## config.mk

```make
export PLATFORM = sky130hd
export DESIGN_NAME = gain_offset_calibration
export DESIGN_NICKNAME = d
export VERILOG_FILES = /design/src/gain_calib_pkg.sv /design/src/valid_delay_line.sv /design/src/gain_offset_calibration.sv
export SDC_FILE = /design/constraint.sdc
export NUM_CORES = 1
export LEC_CHECK = 0
export BUFFER_PORTS_ARGS = -buffer_cell sky130_fd_sc_hd__buf_2
export CORE_ASPECT_RATIO = 1.4
export CORE_UTILIZATION = 42
export CTS_BUF_LIST = sky130_fd_sc_hd__clkbuf_4 sky130_fd_sc_hd__clkbuf_8 sky130_fd_sc_hd__clkbuf_16
export DETAILED_ROUTE_END_ITERATION = 16
export PLACE_DENSITY = 0.76
export SLEW_MARGIN = 25
export SYNTH_ARGS = -nofsm -noshare
export SYNTH_HDL_FRONTEND = slang
export SYNTH_SLANG_ARGS = --single-unit
```

## constraint.sdc

```tcl
create_clock -name sample_clk -period 1.3 [get_ports sample_clk]
set_clock_uncertainty 0.15 [all_clocks]
set_input_delay 0.26 -clock sample_clk [delete_from_list [all_inputs] [get_ports sample_clk]]
set_output_delay 0.26 -clock sample_clk [all_outputs]
set_load 0.02 [all_outputs]
```

## src/gain_calib_pkg.sv

```systemverilog
// constants shared by the gain and offset correction stage
package gain_calib_pkg;

  // widths
  localparam int COEF_W          = 18;
  localparam int OUT_W           = 16;
  localparam int SAMPLE_W_DEF    = 14;
  localparam int EXT_SAMPLE_W    = OUT_W + 1;
  localparam int PROD_W          = EXT_SAMPLE_W + COEF_W;
  localparam int SUM_W           = PROD_W + 1;

  // fixed point scaling of the coefficients
  localparam int MULT_FRAC       = 16;
  localparam int ADD_FRAC        = 17;
  localparam int SAMPLE_FRAC     = OUT_W - 1;
  localparam int PROD_FRAC       = SAMPLE_FRAC + MULT_FRAC;
  localparam int ADD_SHIFT       = PROD_FRAC - ADD_FRAC;
  localparam int OUT_LSB         = PROD_FRAC - SAMPLE_FRAC;

  // pipeline latency in sampling clock cycles
  localparam int LATENCY_CYCLES  = 3;

  // gain relay encoding
  localparam logic GAIN_HIGH     = 1'b1;
  localparam logic GAIN_LOW      = 1'b0;

  // static coefficient defaults: unity gain, zero offset
  localparam logic [COEF_W-1:0] MULT_UNITY = 18'h10000;
  localparam logic [COEF_W-1:0] ADD_ZERO   = 18'h00000;

endpackage

```

## src/valid_delay_line.sv

```systemverilog
// fixed length shift line for the sample valid strobe
`timescale 1ns/10ps
`default_nettype none

module valid_delay_line #(
  parameter int DEPTH = 3
) (
  input  wire logic sample_clk,
  input  wire logic sample_rst_low,
  input  wire logic valid_in,
  output var  logic valid_out
);

  logic [DEPTH-1:0] stage_reg;

  // every stage cleared in reset so no stale sample is flagged
  always_ff @(posedge sample_clk or negedge sample_rst_low) begin
    if (!sample_rst_low) begin
      stage_reg <= '0;
    end else begin
      stage_reg <= {stage_reg[DEPTH-2:0], valid_in};
    end
  end

  assign valid_out = stage_reg[DEPTH-1];

endmodule // valid_delay_line

`default_nettype wire

```

## src/gain_offset_calibration.sv

```systemverilog
// gain and offset correction stage for one digitizer channel
`timescale 1ns/10ps
`default_nettype none

module gain_offset_calibration #(
  parameter int                sample_resolution_param    =
    gain_calib_pkg::SAMPLE_W_DEF,
  parameter bit                external_coef_enable_param = 1'b0,
  parameter bit                sample_invert_param        = 1'b0,
  parameter logic [17:0]       static_low_gain_multiplier =
    gain_calib_pkg::MULT_UNITY,
  parameter logic [17:0]       static_low_gain_adder      =
    gain_calib_pkg::ADD_ZERO,
  parameter logic [17:0]       static_high_gain_multiplier =
    gain_calib_pkg::MULT_UNITY,
  parameter logic [17:0]       static_high_gain_adder     =
    gain_calib_pkg::ADD_ZERO
) (
  input  wire logic                               sample_clk,
  input  wire logic                               sample_rst_low,
  input  wire logic                               calib_bypass,
  input  wire logic [gain_calib_pkg::COEF_W-1:0]  ext_low_gain_multiplier,
  input  wire logic [gain_calib_pkg::COEF_W-1:0]  ext_low_gain_adder,
  input  wire logic [gain_calib_pkg::COEF_W-1:0]  ext_high_gain_multiplier,
  input  wire logic [gain_calib_pkg::COEF_W-1:0]  ext_high_gain_adder,
  input  wire logic                               gain_relay_state,
  input  wire logic [sample_resolution_param-1:0] raw_sample_in,
  input  wire logic                               raw_sample_valid,
  output var  logic [gain_calib_pkg::OUT_W-1:0]   corrected_sample_out,
  output var  logic                               corrected_sample_valid
);

  localparam int CW = gain_calib_pkg::COEF_W;
  localparam int OW = gain_calib_pkg::OUT_W;
  localparam int EW = gain_calib_pkg::EXT_SAMPLE_W;
  localparam int PW = gain_calib_pkg::PROD_W;
  localparam int SW = gain_calib_pkg::SUM_W;
  localparam int LSB = gain_calib_pkg::OUT_LSB;

  //////////////////////////////////////////////////////////////////////////
  // helpers

  function automatic logic [CW-1:0] pick_coef(
    input logic          relay,
    input logic [CW-1:0] low_coef,
    input logic [CW-1:0] high_coef
  );
    pick_coef = (relay == gain_calib_pkg::GAIN_HIGH) ? high_coef : low_coef;
  endfunction

  // full precision multiply-add, top 16 relevant bits kept
  function automatic logic [OW-1:0] mult_add(
    input logic signed [PW-1:0] prod,
    input logic        [CW-1:0] add_coef
  );
    logic signed [SW-1:0] add_aligned;
    logic signed [SW-1:0] sum;
    add_aligned = SW'($signed(add_coef)) <<< gain_calib_pkg::ADD_SHIFT;
    sum         = SW'(prod) + add_aligned;
    mult_add    = sum[LSB+OW-1:LSB];
  endfunction

  //////////////////////////////////////////////////////////////////////////
  // coefficient source

  logic [CW-1:0] lg_mult;
  logic [CW-1:0] lg_add;
  logic [CW-1:0] hg_mult;
  logic [CW-1:0] hg_add;

  // static parameters unless the external ports are enabled
  assign lg_mult = external_coef_enable_param ? ext_low_gain_multiplier
                                              : static_low_gain_multiplier;
  assign lg_add  = external_coef_enable_param ? ext_low_gain_adder
                                              : static_low_gain_adder;
  assign hg_mult = external_coef_enable_param ? ext_high_gain_multiplier
                                              : static_high_gain_multiplier;
  assign hg_add  = external_coef_enable_param ? ext_high_gain_adder
                                              : static_high_gain_adder;

  //////////////////////////////////////////////////////////////////////////
  // input alignment

  logic        [OW-1:0] raw_aligned;
  logic signed [EW-1:0] sample_ext;

  // msb-justify to 16 bits, a sample scaled as a signed fraction
  assign raw_aligned = OW'(raw_sample_in) << (OW - sample_resolution_param);
  assign sample_ext  = EW'($signed(raw_aligned));

  //////////////////////////////////////////////////////////////////////////
  // stage 1: sign, coefficient select

  logic signed [EW-1:0] s1_sample_reg;
  logic        [CW-1:0] s1_mult_reg;
  logic        [CW-1:0] s1_add_reg;
  logic        [OW-1:0] s1_raw_reg;
  logic                 s1_bypass_reg;

  always_ff @(posedge sample_clk or negedge sample_rst_low) begin
    if (!sample_rst_low) begin
      s1_sample_reg <= '0;
      s1_mult_reg   <= '0;
      s1_add_reg    <= '0;
      s1_raw_reg    <= '0;
      s1_bypass_reg <= 1'b0;
    end else begin
      // 17-bit so negating full scale cannot wrap
      s1_sample_reg <= sample_invert_param ? -sample_ext : sample_ext;
      s1_mult_reg   <= pick_coef(gain_relay_state, lg_mult, hg_mult);
      s1_add_reg    <= pick_coef(gain_relay_state, lg_add, hg_add);
      s1_raw_reg    <= raw_aligned;
      s1_bypass_reg <= calib_bypass;
    end
  end

  //////////////////////////////////////////////////////////////////////////
  // stage 2: multiply

  logic signed [PW-1:0] s2_prod_reg;
  logic        [CW-1:0] s2_add_reg;
  logic        [OW-1:0] s2_raw_reg;
  logic                 s2_bypass_reg;

  always_ff @(posedge sample_clk or negedge sample_rst_low) begin
    if (!sample_rst_low) begin
      s2_prod_reg   <= '0;
      s2_add_reg    <= '0;
      s2_raw_reg    <= '0;
      s2_bypass_reg <= 1'b0;
    end else begin
      // product carries 31 fraction bits
      s2_prod_reg   <= PW'(s1_sample_reg) * PW'($signed(s1_mult_reg));
      s2_add_reg    <= s1_add_reg;
      s2_raw_reg    <= s1_raw_reg;
      s2_bypass_reg <= s1_bypass_reg;
    end
  end

  //////////////////////////////////////////////////////////////////////////
  // stage 3: add offset, select output

  always_ff @(posedge sample_clk or negedge sample_rst_low) begin
    if (!sample_rst_low) begin
      corrected_sample_out <= '0;
    end else if (s2_bypass_reg) begin
      corrected_sample_out <= s2_raw_reg;
    end else begin
      corrected_sample_out <= mult_add(s2_prod_reg, s2_add_reg);
    end
  end

  valid_delay_line #(
    .DEPTH (gain_calib_pkg::LATENCY_CYCLES)
  ) u_valid_delay (
    .sample_clk     (sample_clk),
    .sample_rst_low (sample_rst_low),
    .valid_in       (raw_sample_valid),
    .valid_out      (corrected_sample_valid)
  );

  //////////////////////////////////////////////////////////////////////////
  // checks

  logic signed [PW-1:0] chk_prod;
  logic        [OW-1:0] chk_result;

  assign chk_prod   = PW'(s1_sample_reg) * PW'($signed(s1_mult_reg));
  assign chk_result = mult_add(chk_prod, s1_add_reg);
endmodule // gain_offset_calibration

`default_nettype wire

```

==> results of run 1 <==
## worst max-delay path by stage
| stage | start | to | depth (start not counted) |
|---|---|---|---|
| CTS | corrected_sample_out[8]$_DFF_PN0_ | corrected_sample_out[8] | 1 |
| global route | corrected_sample_out[8]$_DFF_PN0_ | corrected_sample_out[8] | 1 |
| finish | corrected_sample_out[2]$_DFF_PN0_ | corrected_sample_out[2] | 1 |
| detailed placement | s2_bypass_reg$_DFF_PN0_ | corrected_sample_out[13]$_DFF_PN0_ | 2 |
| global placement | s2_bypass_reg$_DFF_PN0_ | corrected_sample_out[14]$_DFF_PN0_ | 2 |
| floorplan | s2_bypass_reg$_DFF_PN0_ | corrected_sample_out[10]$_DFF_PN0_ | 2 |
## per-layer routing
metal  up-vias  part of all wire  GRT usage
met4         0             0.032     0.1071
met3         7             0.064    0.05797
li1        417                 -          -
met1       459              0.38     0.1430
met2        35              0.52     0.2057
met5         -                 0          0
## cells in the mapped netlist
cell,instances
and2_1,14
buf_4,2
buf_6,1
clkbuf_1,1
conb_1,2
dfrtp_1,62
mux2_2,14
## final cells by class
type / instances / area (um^2) / area share
clock buffer: 15 / 175.2 / 0.07213
sequential: 62 / 1551 / 0.6388
clock inverter: 1 / 5.005 / 0.002061
multi-input combinational: 31 / 256.5 / 0.1056
timing repair buffer: 52 / 384.1 / 0.1582
tap: 45 / 56.30 / 0.02318
## cell families (layout without fill, tap and decap cells)
logic type | count (synthesis) | in the layout | synth area share
buf+inv | 4 | 68 | 0.01637
flops | 62 | 62 | 0.8458
mux | 14 | 14 | 0.08595
other cells | 2 | 3 | 0.004094
simple gates | 14 | 14 | 0.04775
## repair_timing
action	CTS	global route
buffers inserted	0	0
hold endpoints to repair	78	0
hold buffers	17	0
endpoints found under the setup margin	0	1
gates resized for setup	0	2
## stage by stage
| step | instances | total power, mW | hold slack, ns | setup WS, ns | cell area (um^2) |
|---|---|---|---|---|---|
| global placement | 173 | 2.323 | 0.1054 | 0.1902 | 2072 |
| CTS | 206 | 3.861 | 0.2001 | 0.01905 | 2422 |
| finish | 206 | 3.797 | 0.1978 | 0.05060 | 2429 |
| detailed placement | 173 | 2.339 | 0.1105 | 0.1737 | 2072 |
| global route | 206 | 3.984 | 0.2147 | 0.001963 | 2429 |
| floorplan | 97 | 2.215 | -0.1856 | 0.1435 | 1838 |
## power by group through the flow
| stage | logic [mW] | clock network, mW | registers, mW |
|---|---|---|---|
| global placement | 0.221 | 0 | 2.10 |
| finish | 0.265 | 1.46 | 2.08 |
| detailed placement | 0.229 | 0 | 2.11 |
| floorplan | 0.0690 | 0 | 2.15 |
| CTS | 0.268 | 1.52 | 2.08 |
| global route | 0.292 | 1.60 | 2.09 |
==> impl_metrics.yaml, run 1 <==
floorplan:
  fp.dieH_um: 80.20
  dieArea_um2: 4639
  core-area_um2: 4204
  die_w_um: 57.85
  start_util: 0.4363
  io_pins: 108
  rows: 28
yosys:
  synth.avg_cell_area_um2: 19.11
  synth_top_cell_area_share: 0.8458
  ys_top_cells_by_area: "dfrtp_1 85%, mux2_2 8.6%, and2_1 4.8%"
  synth_area_leader_cell: "dfrtp_1"
  synthesis.instances: 96
  netlist_area_um2: 1834
  ys_seq_area_frac: 0.8458
  ys_types: 7
  yosys_warnings: 0
  ys_ff_latch: 62
sta:
  period_share: 0.9611
  max_freq_mhz: 800.4
  final-max-slew-violation-count: 0
  fin_crit_ns: 1.249
  rsz0062_at_grt: "yes"
  finalSetupViolCount: 0
  tns_ns: 0
  hold_viol: 0
run:
  maxCapViolCount: 0
grt:
  grt_pass1_vias: 957
  antenna_found_initial: 0
  grt_max_degree: 44
  gr-total-overflow: 0
  grtUsageTotal: 0.1346
  grt_pass1_wl_mm: 4.271
worst_setup_path:
  critPathKind: "reg -> out"
  worst_path_max_delay_cell: "dfrtp_1"
  critPathMaxFanout: 1
  critPathLaunchType: "register"
  r2r_slack_ns: 0.17
  reg2reg_to: "corrected_sample_out[13]$_DFF_PN0_"
  cp_top_family: "flip-flops"
  r2r_start: "s2_bypass_reg$_DFF_PN0_"
  worst_r2r_path_depth: 2
  critPathBufInv: 1
  endpoint_kind: "primary output"
  arrival_ns: 0.84
  crit_path_cell_trace: "buf_2"
  required_ns: 0.89
  cp_slowest_stage_delay_ns: 0.36
clocking:
  tritoncts: "done"
  cts_num_sinks: 62
  clockRootBuffer: "clkbuf_8"
  clk_latency_ns: 0.32
  cts_buffers: 9
  path_clk_slew_ns: 0.06
  cts_buffer_depth: 2
  htreeDepth: 3
layout:
  final_nets: 247
  area_growth_pct: 32.40
  diodes: 0
  layout_commonest_cell: "dfrtp_1"
  final_util: 0.5777
  drive_above_1_share: 0.4037
  fillers: 342
  layout_common_cells: "62 x dfrtp_1, 31 x buf_2, 17 x dlygate4sd3_1, 14 x and2_1, 14 x mux2_2"
placement:
  portBuffers: 32
  place.gp.congestion: 0.6307
  hpwl_mm: 1.552
hold_path:
  hold_start: "s1_bypass_reg$_DFF_PN0_"
  whs_path_depth: 0
  holdPathEnd: "s2_bypass_reg$_DFF_PN0_"
  hold_path_class: "reg -> reg"
power:
  p_clk_frac: 0.383
  combPwrFrac: 0.070
  power.switching_mw: 0.7770
  p_int_mw: 3.020
  switching_share: 0.2047
  p_seq_frac: 0.547
  cellPowerDensity_nw_per_um2: 1563
  max-vdd-ir-drop_mv: 0.6633
  p_leak_nw: 1.184
route:
  first_pass_iters: 9
  vias: 918
  drt-wirelength-per-cell_um: 11.85
  viasPerCell: 4.456
  antenna_left: 0
  drt_wl_total_mm: 2.441
  drc: 3
  drt_iter0_drc: 17
outcome:
  status: "finished with violations"
  violations: "DRC"
(Power assumes the default switching activity.)
==> inputs of run 2 (changes only) <==
Settings changed: BUFFER_PORTS_ARGS -buffer_cell sky130_fd_sc_hd__buf_2 to default, CAP_MARGIN from default to 5, CORE_UTILIZATION 42 to 59, DONT_BUFFER_PORTS from default to 1, PLACE_DENSITY 0.76 to 0.73.
==> run 2 against run 1 <==
  * The run ends with hold timing left
  * Highest routed layer unchanged
  * Final area fell by 7.5%
  * Non-clock buffer count is 34 lower
  * Global-route usage increased by 5.2 points
  * Worst setup slack better by 0.077 ns
  * Sequential power up 2%
  * Register-to-register slack hardly changed
  * Utilization grew 20 points
  * Power grew 2.4%
  * Critical endpoint is now corrected_sample_out[15]
==> impl_metrics.yaml, run 2 (synthesis gave the netlist of run 1 again) <==
floorplan:
  dieArea_um2: 3339
  core-area_um2: 2907
  start_util: 0.6311
  io_pins: 108
  rows: 23
  fp.dieH_um: 67.97
  die_w_um: 49.13
outcome:
  violations: "hold timing"
  status: "finished with violations"
worst_setup_path:
  endpoint_kind: "primary output"
  critPathLaunch: "corrected_sample_out[15]$_DFF_PN0_"
  critPathMaxFanout: 1
  reg2reg_to: "corrected_sample_out[10]$_DFF_PN0_"
  r2r_start: "s2_bypass_reg$_DFF_PN0_"
  arrival_ns: 0.76
  r2r_slack_ns: 0.17
  required_ns: 0.89
  cp.depth: 0
  crit_path_end: "corrected_sample_out[15]"
  critPathLaunchType: "register"
  worst_r2r_path_depth: 2
  critPathKind: "reg -> out"
sta:
  period_share: 0.9022
  fin_hold_ws_ns: -0.5141
  rsz0062_at_grt: "no"
  max_freq_mhz: 852.6
  fin_crit_ns: 1.173
  tns_ns: 0
  final-max-slew-violation-count: 0
  hold_viol: 62
  finalSetupViolCount: 0
grt:
  antenna_found_initial: 0
  grt_pass1_vias: 852
  grt_pass1_wl_mm: 4.071
  grtUsageTotal: 0.1867
  gr-total-overflow: 0
  grt_max_degree: 63
clocking:
  cts_buffers: 9
  cts_buffer_depth: 2
  tritoncts: "done"
  hold_buffers: 16
  clk_latency_ns: 0.31
  cts_setup_buffers: 0
  cts.repair.resized: 0
  path_clk_slew_ns: 0.06
  htreeDepth: 3
  clockRootBuffer: "clkbuf_8"
  cts_num_sinks: 62
power:
  p_int_mw: 3.121
  power.switching_mw: 0.7673
  cellPowerDensity_nw_per_um2: 1731
  p_seq_frac: 0.547
  p_leak_nw: 1.048
  switching_share: 0.1973
  max-vdd-ir-drop_mv: 1.210
  p_clk_frac: 0.423
  combPwrFrac: 0.030
route:
  viasPerCell: 4.835
  vias: 793
  antenna_left: 0
  drt_wl_total_mm: 2.529
  drc: 0
  drt-wirelength-per-cell_um: 15.42
  first_pass_iters: 3
  drt_iter0_drc: 15
layout:
  final_nets: 213
  layout_commonest_cell: "dfrtp_1"
  layout_common_cells: "62 x dfrtp_1, 16 x dlygate4sd3_1, 14 x and2_1, 14 x mux2_2, 11 x clkbuf_8"
  area_growth_pct: 22.44
  diodes: 0
  layout.cells.non_filler: 164
  drive_above_1_share: 0.2520
  fillers: 160
hold_path:
  hold_path_class: "in -> async"
run:
  maxCapViolCount: 0
placement:
  hpwl_mm: 1.288
  dp.cells: 132
  place.gp.congestion: 0.5848
  portBuffers: 0
run 2: cell types whose count changed in the layout (fill, tap and decap cells not counted):
cell,previous run,this run
clkinv_2,1,3
bufinv_16,0,1
clkbuf_8,10,11
buf_6,1,0
dlygate4sd3_1,17,16
buf_12,2,1
clkbuf_4,5,1
buf_2,31,0
run 2: routing by layer:
layer,vias up,GRT usage,part of all wire
met1,407,0.1978,0.36
met4,0,0.1654,0.029
li1,351,-,-
met3,6,0.06222,0.047
met2,29,0.2997,0.56
met5,-,0,0
run 2: stage by stage:
stage / power [mW] / utilization / setup WS [ns] / hold WS (ns) / cell area (um^2)
after floorplan: 2.215 / - / 0.1435 / -0.1856 / 1838
after global routing: 4.052 / 0.7727 / 0.09281 / -0.5463 / 2246
after global placement: 2.230 / 0.6474 / 0.1731 / -0.1846 / 1882
after detailed placement: 2.243 / 0.6474 / 0.1617 / -0.1845 / 1882
after CTS: 3.933 / 0.7727 / 0.1080 / -0.5288 / 2246
final: 3.889 / 0.7727 / 0.1271 / -0.5141 / 2246
run 2: final cells by class:
class | count | area, um^2 | share of cell area
Clock buffer | 12 | 158.9 | 0.07075
Clock inverter | 4 | 45.04 | 0.02006
Multi-Input combinational cell | 31 | 256.5 | 0.1142
Sequential cell | 62 | 1551 | 0.6908
Tap cell | 37 | 46.29 | 0.02061
Timing Repair Buffer | 18 | 187.7 | 0.08357
run 2: power groups by stage:
stage / logic (mW) / registers (mW) / clock network, mW
after floorplan: 0.0690 / 2.15 / 0
after global placement: 0.0734 / 2.16 / 0
after detailed placement: 0.0772 / 2.17 / 0
after CTS: 0.115 / 2.13 / 1.69
after global routing: 0.125 / 2.14 / 1.79
final: 0.116 / 2.13 / 1.64
run 2: worst register-to-register path: cells and delay by family (launching register included):
family	cells	cell delay [ns]
mux	1	0.34
flops	1	0.38
buf+inv	1	0.15
run 2: worst min path at each step:
stage,start,endpoint,cells after the start
global route,sample_rst_low,s1_sample_reg[3]$_DFF_PN0_,0
floorplan,sample_rst_low,corrected_sample_out[10]$_DFF_PN0_,0
CTS,sample_rst_low,corrected_sample_out[5]$_DFF_PN0_,0
detailed placement,sample_rst_low,s2_prod_reg[25]$_DFF_PN0_,0
global placement,sample_rst_low,corrected_sample_out[9]$_DFF_PN0_,0
finish,sample_rst_low,s2_raw_reg[14]$_DFF_PN0_,0
==> inputs of run 3 (changes only) <==
Settings changed: MAX_ROUTING_LAYER from default to met4.
==> run 3 against run 2 <==
  * The flow still finishes with violations (hold timing)
  * Die area is the same
  * Power about the same
  * Fmax down 0.13%
  * Register-to-register slack is essentially flat
  * Wire length decreased by 0.87%
  * Non-clock buffer count unchanged
  * Clock power is essentially flat
  * Sequential share of layout area unchanged
  * Critical path type unchanged
==> impl_metrics.yaml, run 3 (synthesis gave the netlist of run 1 again) <==
outcome:
  status: "finished with violations"
  violations: "hold timing"
clocking:
  cts_buffer_depth: 2
  cts.repair.resized: 0
  tritoncts: "done"
  htreeDepth: 3
  hold_buffers: 16
  cts_buffers: 9
  cts_num_sinks: 62
  path_clk_slew_ns: 0.06
  clockRootBuffer: "clkbuf_8"
  cts_setup_buffers: 0
  clk_latency_ns: 0.31
sta:
  finalSetupViolCount: 0
  fin_hold_ws_ns: -0.5171
  hold_viol: 62
  fin_crit_ns: 1.174
  period_share: 0.9034
  final-max-slew-violation-count: 0
  rsz0062_at_grt: "no"
  tns_ns: 0
  max_freq_mhz: 851.5
layout:
  layout.cells.non_filler: 164
  layout_common_cells: "62 x dfrtp_1, 16 x dlygate4sd3_1, 14 x and2_1, 14 x mux2_2, 11 x clkbuf_8"
  drive_above_1_share: 0.2520
  final_nets: 213
  layout_commonest_cell: "dfrtp_1"
  diodes: 0
  area_growth_pct: 22.44
floorplan:
  rows: 23
  dieArea_um2: 3339
  fp.dieH_um: 67.97
  start_util: 0.6311
  core-area_um2: 2907
  die_w_um: 49.13
  io_pins: 108
run:
  maxCapViolCount: 0
power:
  p_leak_nw: 1.048
  max-vdd-ir-drop_mv: 1.208
  cellPowerDensity_nw_per_um2: 1732
route:
  first_pass_iters: 2
  antenna_left: 0
  viasPerCell: 4.896
  drc: 0
  vias: 803
  drt_wl_total_mm: 2.507
  drt_iter0_drc: 7
  drt-wirelength-per-cell_um: 15.29
worst_setup_path:
  critPathKind: "reg -> out"
  required_ns: 0.89
  arrival_ns: 0.76
  critPathLaunchType: "register"
  critPathMaxFanout: 1
  endpoint_kind: "primary output"
placement:
  dp.cells: 132
  place.gp.congestion: 0.5880
  portBuffers: 0
  hpwl_mm: 1.288
grt:
  grt_pass1_vias: 831
  gr-total-overflow: 0
  grt_max_degree: 63
  grt_pass1_wl_mm: 4.098
  grtUsageTotal: 0.1940
  antenna_found_initial: 0
hold_path:
  hold_path_class: "in -> async"
run 3: cell counts in the layout (fill, tap and decap cells not counted):
No cell type changed its count.
run 3: layout make-up:
class | count | area, um^2
Timing Repair Buffer | 18 | 187.7
Tap cell | 37 | 46.29
Fill cell | 160 | 660.6
Clock inverter | 4 | 45.04
Clock buffer | 12 | 158.9
Sequential cell | 62 | 1551
Multi-Input combinational cell | 31 | 256.5
run 3: routing by layer:
metal / wire length [um] / track usage
met1: 890 / 0.2041
met2: 1411 / 0.2979
met3: 119 / 0.06222
met4: 86 / 0.1654
met5: 0 / -
run 3: path summary, 6_finish.rpt:
check	from	endpoint	slack, ns	cells past startpoint
setup reg to reg	s2_bypass_reg$_DFF_PN0_	corrected_sample_out[10]$_DFF_PN0_	0.17	2
max in group asynchronous	sample_rst_low	s1_sample_reg[2]$_DFF_PN0_	1.43	0
hold / removal	sample_rst_low	s1_sample_reg[3]$_DFF_PN0_	-0.52	0
hold reg to reg	u_valid_delay.stage_reg[1]$_DFF_PN0_	u_valid_delay.stage_reg[2]$_DFF_PN0_	0.20	0
setup / recovery	corrected_sample_out[15]$_DFF_PN0_	corrected_sample_out[15]	0.13	0
min in group sample_clk	u_valid_delay.stage_reg[1]$_DFF_PN0_	u_valid_delay.stage_reg[2]$_DFF_PN0_	0.20	0
run 3: power by group:
part | leakage [nW] | internal, mW | switching, mW
clock network | 0.110 | 1.00 | 0.645
registers | 0.749 | 2.04 | 0.0889
logic | 0.189 | 0.0809 | 0.0351
total | 1.05 | 3.12 | 0.769
run 3: stage by stage:
stage          setup WS [ns]  total power, mW  instance area [um^2]    util  hold slack (ns)
3_3_place_gp          0.1731            2.230                  1882  0.6474          -0.1846
5_1_grt              0.09282            4.052                  2246  0.7727          -0.5459
2_1_floorplan         0.1435            2.215                  1838       -          -0.1856
4_1_cts               0.1080            3.933                  2246  0.7727          -0.5288
3_5_place_dp          0.1617            2.243                  1882  0.6474          -0.1845
6_report              0.1255            3.890                  2246  0.7727          -0.5171
